### config.mk
export PLATFORM = sky130hd
export DESIGN_NAME = fpep_flash_ctrl
export DESIGN_NICKNAME = d
export VERILOG_FILES = /design/src/inc/fpep_pkg.sv /design/src/design/fpep_flash_ctrl.sv
export SDC_FILE = /design/constraint.sdc
export NUM_CORES = 2
export LEC_CHECK = 0
export BUFFER_PORTS_ARGS = -buffer_cell sky130_fd_sc_hd__buf_2
export CAP_MARGIN = 20
export CORE_AREA = 2 2 257 259
export CTS_CLUSTER_SIZE = 12
export DETAILED_ROUTE_END_ITERATION = 8
export DIE_AREA = 0 0 259 261
export PLACE_DENSITY_LB_ADDON = 0.1
export RECOVER_POWER = 50
export SLEW_MARGIN = 20
export SYNTH_ARGS = -nofsm -noshare
export SYNTH_HDL_FRONTEND = slang
export SYNTH_SLANG_ARGS = --single-unit
### constraint.sdc
create_clock -name ref_clk -period 3.2 [get_ports ref_clk]
set_input_delay 0.32 -clock ref_clk [delete_from_list [all_inputs] [get_ports ref_clk]]
set_output_delay 0.32 -clock ref_clk [all_outputs]
set_load 0.05 [all_outputs]
### src/inc/fpep_pkg.sv
// Package for the flash program, erase and protection sequencer
// Assumes one 100 MHz clock, an APB register port and a flash macro that takes strobed commands
package fpep_pkg;
   // Clock period and operation times in their own unit
   localparam int CLK_NS = 10;
   localparam int TPROG_NS = 20000; // Program time of one unit
   localparam int TERASE_NS = 40000; // Erase time of any unit
   localparam logic [12:0] TPROG_CYC = 13'((TPROG_NS + CLK_NS - 1) / CLK_NS);
   localparam logic [12:0] TERASE_CYC = 13'((TERASE_NS + CLK_NS - 1) / CLK_NS);
   // Memory map of the array
   localparam logic [31:0] MAIN_BASE = 32'h0800_0000;
   localparam logic [31:0] MAIN_LAST = 32'h0800_3FFF;
   localparam logic [31:0] OPT_BASE = 32'h1FFF_F800;
   localparam logic [31:0] OPT_LAST = 32'h1FFF_F83F;
   localparam int PAGE_SH = 6; // 64-byte page
   localparam int GRAN_SH = 10; // 1K granule of 16 pages
   localparam logic [14:0] RDP_LOW_END = 15'h0840; // First byte after page 32
   localparam logic [7:0] RDP_RELEASE = 8'hA5; // Option value that lifts read protection
   // Keys that open the fast method
   localparam logic [31:0] FAST_KEY1 = 32'h4567_0123;
   localparam logic [31:0] FAST_KEY2 = 32'hCDEF_89AB;
   // Register byte offsets
   localparam logic [7:0] REG_CTRL = 8'h00;
   localparam logic [7:0] REG_ADDR = 8'h04;
   localparam logic [7:0] REG_DATA = 8'h08;
   localparam logic [7:0] REG_STAT = 8'h0C;
   localparam logic [7:0] REG_WPR = 8'h10;
   localparam logic [7:0] REG_MODEKEY = 8'h14;
   localparam logic [1:0] REG_BUF_SEL = 2'h1; // Page buffer at 0x40..0x7C
   // Reset values
   localparam logic [31:0] WPR_RST = 32'hFFFF_FFFF;
   // Control and status field positions
   localparam int CTRL_START = 4;
   localparam int CTRL_RELOCK = 5;
   localparam int STAT_WPERR = 4;
   localparam int STAT_EOP = 5;
   localparam int STAT_REJ = 6;
   // Software operation codes
   typedef enum logic [2:0] {
      OP_NONE = 3'h0, OP_PROG_HALF = 3'h1, OP_ERASE_1K = 3'h2, OP_ERASE_CHIP = 3'h3,
      OP_FPROG_PAGE = 3'h4, OP_FERASE_PAGE = 3'h5, OP_FERASE_1K = 3'h6
   } fpep_op_type;
   // Commands to the flash macro
   typedef enum logic [2:0] {
      MOP_NONE = 3'h0, MOP_PROG16 = 3'h1, MOP_PROG32 = 3'h2, MOP_ERASE64 = 3'h3,
      MOP_ERASE1K = 3'h4, MOP_ERASEALL = 3'h5
   } fpep_mop_type;
   // Sequencer states
   typedef enum logic [3:0] {
      ST_IDLE = 4'b0001, ST_ERALL = 4'b0010, ST_PROG = 4'b0100, ST_WAIT = 4'b1000
   } fpep_state_type;
   // One command to the flash macro
   typedef struct packed {
      logic strobe;
      fpep_mop_type op;
      logic [31:0] addr;
      logic [31:0] data;
   } fpep_cmd_type;
endpackage

### src/design/fpep_flash_ctrl.sv
// Flash program/erase sequencer with 1K-granule write protection and read-protection limits
// Assumes APB master on ref_clk, synchronous rst, protection state and request source as inputs
// Operation
// - Main memory is 64-byte pages from base
// - Option bytes sit in their own window
// - Write protection works on 1K granules
// - Factory configuration region is never reachable
// - Standard program writes one halfword
// - Standard erase uses 1K in main memory, chip erase wipes all of main memory
// - Fast page operations need the unlock sequence
// - Chip erase also allowed in fast method
// - Read protection locks pages 0 to 31, and page 32 against all but a 1K erase addressed to pages 33 to 47
// - Without read protection mask controls all pages
// - Protected untrusted requests allow only chip erase in main memory
// - Option bytes stay writable under read protection
// - Lifting read protection erases main memory first
`timescale 1ns/1ps
module fpep_flash_ctrl import fpep_pkg::*; (
   input wire logic ref_clk,
   input wire logic rst,
   input wire logic psel,
   input wire logic penable,
   input wire logic pwrite,
   input wire logic [7:0] paddr,
   input wire logic [31:0] pwdata,
   output logic [31:0] prdata,
   output logic pready,
   output logic pslverr,
   input wire logic rdp_active,
   input wire logic untrusted_src,
   input wire logic rc_osc_ready,
   output logic busy,
   output fpep_cmd_type mem_cmd
);
   // Bus answer registers
   logic [31:0] prdata_q, prdata_d;
   logic pready_q, pready_d, pslverr_q, pslverr_d;
   // Software registers
   logic [31:0] addr_q, addr_d, data_q, data_d, wpr_q, wpr_d;
   logic [31:0] buf_q [16];
   logic [31:0] buf_d [16];
   logic fast_q, fast_d, key1_q, key1_d;
   fpep_op_type op_q, op_d;
   // Status flags
   logic eop_q, eop_d, wperr_q, wperr_d, rej_q, rej_d, busy_q, busy_d;
   // Sequencer state
   fpep_state_type state_q, state_d;
   logic [12:0] cnt_q, cnt_d;
   logic [3:0] idx_q, idx_d;
   fpep_cmd_type cmd_q, cmd_d;
   // Decode terms
   logic setup, wr_acc, start, in_main, in_opt, low_page, wpr_ok, main_err;
   logic is_fast, mode_bad, prot_err, release_rdp, accept;
   logic set_eop, set_wperr, set_rej;
   logic [14:0] off;
   logic [31:0] rd_word;
   fpep_op_type op_new;

   assign prdata = prdata_q;
   assign pready = pready_q;
   assign pslverr = pslverr_q;
   assign busy = busy_q;
   assign mem_cmd = cmd_q;

   // Bus phases and checks of a new request against the map and protection
   always_comb begin
      setup = psel && !penable;
      wr_acc = psel && penable && pready_q && pwrite && !pslverr_q;
      start = wr_acc && (paddr == REG_CTRL) && pwdata[CTRL_START];
      op_new = fpep_op_type'(pwdata[2:0]);
      off = addr_q[14:0];
      in_main = (addr_q >= MAIN_BASE) && (addr_q <= MAIN_LAST);
      in_opt = (addr_q >= OPT_BASE) && (addr_q <= OPT_LAST);
      low_page = off < RDP_LOW_END;
      // Mask bit per 16-page granule
      wpr_ok = wpr_q[off[14:GRAN_SH]];
      // Read protection forces low pages and untrusted sources out
      main_err = !wpr_ok || (rdp_active && (low_page || untrusted_src));
      is_fast = (op_new == OP_FPROG_PAGE) || (op_new == OP_FERASE_PAGE) || (op_new == OP_FERASE_1K);
      // Fast ops need the unlock; no op without the oscillator
      mode_bad = !rc_osc_ready || (is_fast && !fast_q);
      case (op_new)
         // Chip erase passes under any protection
         OP_ERASE_CHIP: prot_err = 1'b0;
         // Standard ops reach main or option bytes only
         OP_PROG_HALF, OP_ERASE_1K: prot_err = in_opt ? 1'b0 : (!in_main || main_err);
         // Fast ops reach main memory only
         OP_FPROG_PAGE, OP_FERASE_PAGE, OP_FERASE_1K: prot_err = !in_main || main_err;
         default: prot_err = 1'b1;
      endcase
      // Writing the release value into the protection option byte
      release_rdp = (op_new == OP_PROG_HALF) && in_opt && (addr_q[5:0] == 6'h00) &&
                    (data_q[7:0] == RDP_RELEASE) && rdp_active;
      accept = start && !busy_q && !mode_bad && !prot_err;
   end

   // Read mux and unmapped detection, evaluated in the setup cycle
   always_comb begin
      rd_word = 32'h0000_0000;
      pslverr_d = 1'b0;
      if (paddr[1:0] != 2'h0) begin
         pslverr_d = 1'b1; // Misaligned
      end else if (paddr == REG_CTRL) begin
         rd_word = {29'h0000_0000, op_q};
      end else if (paddr == REG_STAT) begin
         rd_word = {24'h00_0000, fast_q, rej_q, eop_q, wperr_q, 3'h0, busy_q};
      end else if (paddr == REG_ADDR) begin
         rd_word = addr_q;
      end else if (paddr == REG_DATA) begin
         rd_word = data_q;
      end else if (paddr == REG_WPR) begin
         rd_word = wpr_q;
      end else if (paddr == REG_MODEKEY) begin
         rd_word = 32'h0000_0000; // Keys read as zero
      end else if (paddr[7:6] == REG_BUF_SEL) begin
         rd_word = buf_q[paddr[5:2]];
      end else begin
         pslverr_d = 1'b1; // Unmapped
      end
      pready_d = setup; // No wait state, answer in the first access cycle
      prdata_d = setup ? rd_word : prdata_q;
   end

   // Register writes, sequencer and status flags
   always_comb begin
      addr_d = addr_q;
      data_d = data_q;
      wpr_d = wpr_q;
      buf_d = buf_q;
      fast_d = fast_q;
      key1_d = key1_q;
      op_d = op_q;
      state_d = state_q;
      cnt_d = cnt_q;
      idx_d = idx_q;
      busy_d = busy_q;
      cmd_d = cmd_q;
      cmd_d.strobe = 1'b0;
      set_eop = 1'b0;
      set_wperr = 1'b0;
      set_rej = 1'b0;
      // Software writes; operands hold still while busy
      if (wr_acc) begin
         if (paddr == REG_ADDR && !busy_q) begin
            addr_d = pwdata;
         end else if (paddr == REG_DATA && !busy_q) begin
            data_d = pwdata;
         end else if (paddr == REG_WPR) begin
            wpr_d = pwdata;
         end else if (paddr == REG_MODEKEY) begin
            // Two keys in order open the fast method
            if (!key1_q) begin
               key1_d = (pwdata == FAST_KEY1);
            end else begin
               key1_d = 1'b0;
               fast_d = fast_q || (pwdata == FAST_KEY2);
            end
         end else if (paddr == REG_CTRL && pwdata[CTRL_RELOCK]) begin
            fast_d = 1'b0;
            key1_d = 1'b0;
         end else if (paddr[7:6] == REG_BUF_SEL && !busy_q) begin
            buf_d[paddr[5:2]] = pwdata;
         end
      end
      // Overlapping start is refused
      if (start && busy_q) begin
         set_rej = 1'b1;
      end
      case (state_q)
         ST_IDLE: begin
            if (start) begin
               op_d = op_new;
               if (mode_bad) begin
                  set_rej = 1'b1;
               end else if (prot_err) begin
                  set_wperr = 1'b1;
               end else begin
                  busy_d = 1'b1;
                  cmd_d.strobe = 1'b1;
                  cmd_d.data = 32'h0000_0000;
                  cnt_d = TERASE_CYC - 13'h0001;
                  state_d = ST_WAIT;
                  if (release_rdp) begin
                     // Wipe main memory before the option byte changes
                     cmd_d.op = MOP_ERASEALL;
                     cmd_d.addr = MAIN_BASE;
                     state_d = ST_ERALL;
                  end else begin
                     case (op_new)
                        OP_PROG_HALF: begin
                           // One halfword per request
                           cmd_d.op = MOP_PROG16;
                           cmd_d.addr = {addr_q[31:1], 1'b0};
                           cmd_d.data = {16'h0000, data_q[15:0]};
                           cnt_d = TPROG_CYC - 13'h0001;
                        end
                        OP_ERASE_1K, OP_FERASE_1K: begin
                           // Option window erases as one block
                           cmd_d.op = in_opt ? MOP_ERASE64 : MOP_ERASE1K;
                           cmd_d.addr = in_opt ? OPT_BASE : {addr_q[31:GRAN_SH], 10'h000};
                        end
                        OP_FERASE_PAGE: begin
                           cmd_d.op = MOP_ERASE64;
                           cmd_d.addr = {addr_q[31:PAGE_SH], 6'h00};
                        end
                        OP_FPROG_PAGE: begin
                           // First word now, fifteen more follow
                           cmd_d.op = MOP_PROG32;
                           cmd_d.addr = {addr_q[31:PAGE_SH], 6'h00};
                           cmd_d.data = buf_q[0];
                           idx_d = 4'h1;
                           state_d = ST_PROG;
                        end
                        default: begin
                           // Whole-chip erase
                           cmd_d.op = MOP_ERASEALL;
                           cmd_d.addr = MAIN_BASE;
                        end
                     endcase
                  end
               end
            end
         end
         ST_ERALL: begin
            // After the wipe, program the option byte
            if (cnt_q == 13'h0000) begin
               cmd_d.strobe = 1'b1;
               cmd_d.op = MOP_PROG16;
               cmd_d.addr = OPT_BASE;
               cmd_d.data = {16'h0000, data_q[15:0]};
               cnt_d = TPROG_CYC - 13'h0001;
               state_d = ST_WAIT;
            end else begin
               cnt_d = cnt_q - 13'h0001;
            end
         end
         ST_PROG: begin
            // Stream the page buffer one word per cycle
            cmd_d.strobe = 1'b1;
            cmd_d.addr = {cmd_q.addr[31:PAGE_SH], idx_q, 2'h0};
            cmd_d.data = buf_q[idx_q];
            idx_d = idx_q + 4'h1;
            if (idx_q == 4'hF) begin
               cnt_d = TPROG_CYC - 13'h0001;
               state_d = ST_WAIT;
            end
         end
         ST_WAIT: begin
            // Hold busy for the array time
            if (cnt_q == 13'h0000) begin
               busy_d = 1'b0;
               set_eop = 1'b1;
               state_d = ST_IDLE;
            end else begin
               cnt_d = cnt_q - 13'h0001;
            end
         end
         default: begin
            state_d = ST_IDLE;
            busy_d = 1'b0;
         end
      endcase
      // Write one clears, a same-cycle set wins
      eop_d = (eop_q && !(wr_acc && paddr == REG_STAT && pwdata[STAT_EOP])) || set_eop;
      wperr_d = (wperr_q && !(wr_acc && paddr == REG_STAT && pwdata[STAT_WPERR])) || set_wperr;
      rej_d = (rej_q && !(wr_acc && paddr == REG_STAT && pwdata[STAT_REJ])) || set_rej;
   end

   // State registers
   always_ff @(posedge ref_clk) begin
      if (rst) begin
         prdata_q <= 32'h0000_0000;
         pready_q <= 1'b0;
         pslverr_q <= 1'b0;
         addr_q <= 32'h0000_0000;
         data_q <= 32'h0000_0000;
         wpr_q <= WPR_RST;
         for (int i = 0; i < 16; i++) begin
            buf_q[i] <= 32'h0000_0000;
         end
         fast_q <= 1'b0;
         key1_q <= 1'b0;
         op_q <= OP_NONE;
         eop_q <= 1'b0;
         wperr_q <= 1'b0;
         rej_q <= 1'b0;
         busy_q <= 1'b0;
         state_q <= ST_IDLE;
         cnt_q <= 13'h0000;
         idx_q <= 4'h0;
         cmd_q <= '0;
      end else begin
         prdata_q <= prdata_d;
         pready_q <= pready_d;
         pslverr_q <= setup ? pslverr_d : 1'b0;
         addr_q <= addr_d;
         data_q <= data_d;
         wpr_q <= wpr_d;
         buf_q <= buf_d;
         fast_q <= fast_d;
         key1_q <= key1_d;
         op_q <= op_d;
         eop_q <= eop_d;
         wperr_q <= wperr_d;
         rej_q <= rej_d;
         busy_q <= busy_d;
         state_q <= state_d;
         cnt_q <= cnt_d;
         idx_q <= idx_d;
         cmd_q <= cmd_d;
      end
   end
endmodule

==> flow_metrics.py <==
metrics = {
    "routing": {
        "wl_met3_um": 15800,
        "highest_layer": "met5",
        "avgRoutedWirePerCell_um": 26.5,
        "route.met2.wl_um": 58300,
        "detail-route-antenna-nets": 0,
        "drt_wl_total_um": 129000,
        "avgViaCountPerCell": 6.51,
        "drtPass1Iterations": 9,
        "wl_met1_um": 49200,
        "via_count": 31749,
        "drt_iter0_drc": 4508,
        "drc": 0,
    },
    "synth": {
        "syn-cell-area_um2": 35400,
        "ys_types": 78,
        "async_flop_share_pct": 0,
        "synth_area_per_cell_um2": 8.99,
        "syn_nets": 3984,
        "synth_edf_count": 0,
        "yosysTopAreaCellShare_pct": 41.8,
        "synthTopCellsByArea": "dfxtp_1, mux4_2, nand2_1",
        "ys_ff_latch": 739,
        "synthFlopType": "dfxtp_1",
        "synth_top_family_by_area": "multiplexers",
        "muxShareOfSynthArea_pct": 21.3,
        "synth_compound_area_share_pct": 14.5,
        "synth_simple_gate_area_share_pct": 17.9,
        "synth_cells": 3934,
        "synth_xor_xnor_area_share_pct": 0.0743,
        "ys_warn_count": 0,
        "yosysSeqAreaShare_pct": 41.8,
        "synthAdderAreaFrac_pct": 0.0708,
        "synth_top_area_cell": "dfxtp_1",
    },
    "critical_path": {
        "worstPathMaxFanout": 31,
        "worst-path-stages": 9,
        "r2r-end": "mem_cmd[3]",
        "slowest_stage": "or4_1",
        "crit_chain": "mux4_2 > mux2i_1 > a22o_1 > or4_1 > nor3_4 > buf_12 > a21oi_1 > a21oi_1 > a22o_1",
        "worst-r2r-setup-slack_ns": 0.22,
        "crit_path_end": "mem_cmd[3]",
        "required_ns": 3.76,
        "r2r_start": "addr_q[11]",
        "end_kind": "register",
        "max_stage_delay_ns": 0.67,
        "worstSetupStartpointType": "register",
        "crit_buf_inv": 1,
        "crit_family": "simple AND/OR/NAND/NOR gates",
        "crit_path_start": "addr_q[11]",
        "cp.arrival_ns": 3.54,
        "critPathKind": "register to register",
        "rr_worst_depth": 9,
    },
    "clock_tree": {
        "cts-root-buf": "clkbuf_16",
        "clockBufferDepth": 3,
        "worstSkewPairLatency_ns": 0.64,
        "numCtsBuffers": 80,
        "hold_buffers": 0,
        "clk_pin_slew_ns": 0.06,
        "cts_tree": "yes",
        "htreeDepth": 3,
        "cts_sinks": 739,
    },
    "floorplanning": {
        "die_w_um": 259,
        "fp.dieH_um": 261,
        "io_pins": 151,
        "core_um2": 65000,
        "die_area_um2": 67600,
        "start_util_pct": 54.4,
        "fp-row-count": 94,
    },
    "global_routing": {
        "first_global_vias": 29424,
        "antenna_found_initial": 3,
        "grt_pass1_wl_um": 191000,
        "grt.overflow.total": 0,
        "grt_max_degree": 221,
        "grt_usage_pct": 37.7,
    },
    "placed_design": {
        "hpwl_um": 81700,
        "io_buffers": 149,
        "place_congestion": 0.954,
    },
    "cells_and_area": {
        "synthToLayoutAreaGrowth_pct": 12.8,
        "finalNetCount": 4004,
        "drive_above_1_share_pct": 17.6,
    },
    "timing": {
        "skew_ns": 0.0262,
        "worstMarginPinSlew_ns": 1.81,
        "post-route-period-util_pct": 93.1,
        "finalCriticalPeriod_ns": 2.98,
        "setup_viol_count_final": 0,
        "clock.fmax_ghz": 0.336,
        "hold_viol_final": 0,
        "rsz0062_at_grt": "false",
        "maxSlewHeadroom_pct": -20.4,
        "finalMaxSlewViolations": 31,
        "final.setup.tns_ns": 0,
    },
    "pwr": {
        "p_leak_nw": 12.6,
        "powerDensity_nw_per_um2": 487,
        "vdd_drop_max_mv": 0.293,
        "finalPower_mw": 19.4,
    },
    "outcome": {
        "violations": "max-capacitance violations, max-slew violations",
        "status": "complete, but fails checks",
    },
    "hold_path": {
        "min_path_type": "primary input to register",
    },
    "job": {
        "cap_viol_max_count": 2,
    },
}
-- metrics by stage --
stage / util, % / setup slack (ns) / cells / area (um^2) / hold WS, ns
finish: 61.3 / 0.220 / 4874 / 39900 / 0.0408
CTS: 61.8 / 0.202 / 4873 / 40200 / 0.0108
floorplan: - / 0.465 / 3934 / 35400 / 0.412
global placement: 57.8 / 0.248 / 4736 / 37600 / 0.426
global route: 61.3 / 0.0443 / 4873 / 39900 / 0.0506
detailed placement: 57.8 / 0.207 / 4736 / 37600 / 0.436
-- placed cells by master, fill, tap and decap left out, types with 7 or more instances in the layout --
cell type,n
clkbuf_16,84
and3_1,9
clkbuf_1,131
nand3_1,12
a222oi_1,27
dfxtp_1,735
clkbuf_8,20
clkinv_2,10
nor3_1,24
nor4_1,13
mux4_2,309
a211oi_1,26
buf_4,126
nand2_2,12
nor2_1,135
nand4_1,11
a21oi_1,634
inv_1,9
mux2i_1,56
a221oi_1,30
a22oi_1,36
nand2b_1,15
o21a_1,15
clkbuf_2,11
nor2b_1,7
nor2_4,9
buf_2,42
o21ai_0,33
buf_12,27
a311oi_1,7
a22o_1,20
nand2_1,1236
-- logic make-up after synthesis --
group                    count (synthesis)
AO/OA/AOI/OAI                          876
XOR/XNOR                                 3
adder cells (fa/ha/maj)                  2
buffers and inverters                  397
flip-flops                             739
multiplexers                           365
other                                    1
AND/OR/NAND/NOR                       1551
-- registers in the layout, indices dropped and copies added, names as in the netlist --
register	count
fast_q	1
wperr_q	1
busy	1
eop_q	1
cnt_q	13
data_q	32
addr_q	32
wpr_q	32
state_q	4
idx_q	4
rej_q	1
prdata	32
pready	1
op_q	3
key1_q	1
buf_q	512
mem_cmd	67
pslverr	1
-- report_power, final --
| part | switching, mW | internal (mW) |
|---|---|---|
| Sequential | 0.0249 | 9.22 |
| Combinational | 0.702 | 0.262 |
| Clock | 3.86 | 5.38 |
| Total | 4.59 | 14.9 |
-- synth_stat cells, drive strengths merged (27+ instances only) --
master / count
a221oi: 30
nand2: 1248
mux2i: 56
a21oi: 637
clkbuf: 304
dfxtp: 739
a222oi: 27
o21ai: 35
a22oi: 36
mux4: 309
nor2: 145
buf: 83
nor3: 31
-- how the worst min path moves through the flow --
stage	from	to	slack, ns	depth (start not counted)
after global placement	cnt_q[12]	cnt_q[12]	0.43	2
after detailed placement	cnt_q[12]	cnt_q[12]	0.44	2
after CTS	pwdata[0]	data_q[0]	0.01	3
after floorplan	cnt_q[12]	cnt_q[12]	0.41	2
after global routing	pwdata[0]	data_q[0]	0.05	3
final	pwdata[0]	data_q[0]	0.04	3
-- cell type report --
type | instances | area, um^2
Multi-Input combinational cell | 2798 | 19100
Inverter | 10 | 37.5
Fill cell | 5599 | 25100
Clock inverter | 14 | 135
Tap cell | 864 | 1080
Timing Repair Buffer | 325 | 2250
Clock buffer | 123 | 2440
Sequential cell | 739 | 14800
Antenna cell | 1 | 2.50
-- per-layer routing --
metal,vias up,global-route usage [%]
met1,15441,50.6
met5,-,0
met3,354,9.01
met4,2,16.4
li1,13971,-
met2,1981,58.6
-- worst min-delay path: cells and delay by family --
family                 cells  cell delay [ns]
AO/OA/AOI/OAI              1             0.05
AND/OR/NAND/NOR            1             0.08
buffers and inverters      1             0.16
-- repair_timing --
action                     4_1_cts  5_1_grt
hold endpoints to repair         0        0
resized for setup                0        1
setup buffers                    0        0
setup endpoints to repair        0       14
Note: power is estimated with default switching activity, not from simulation.
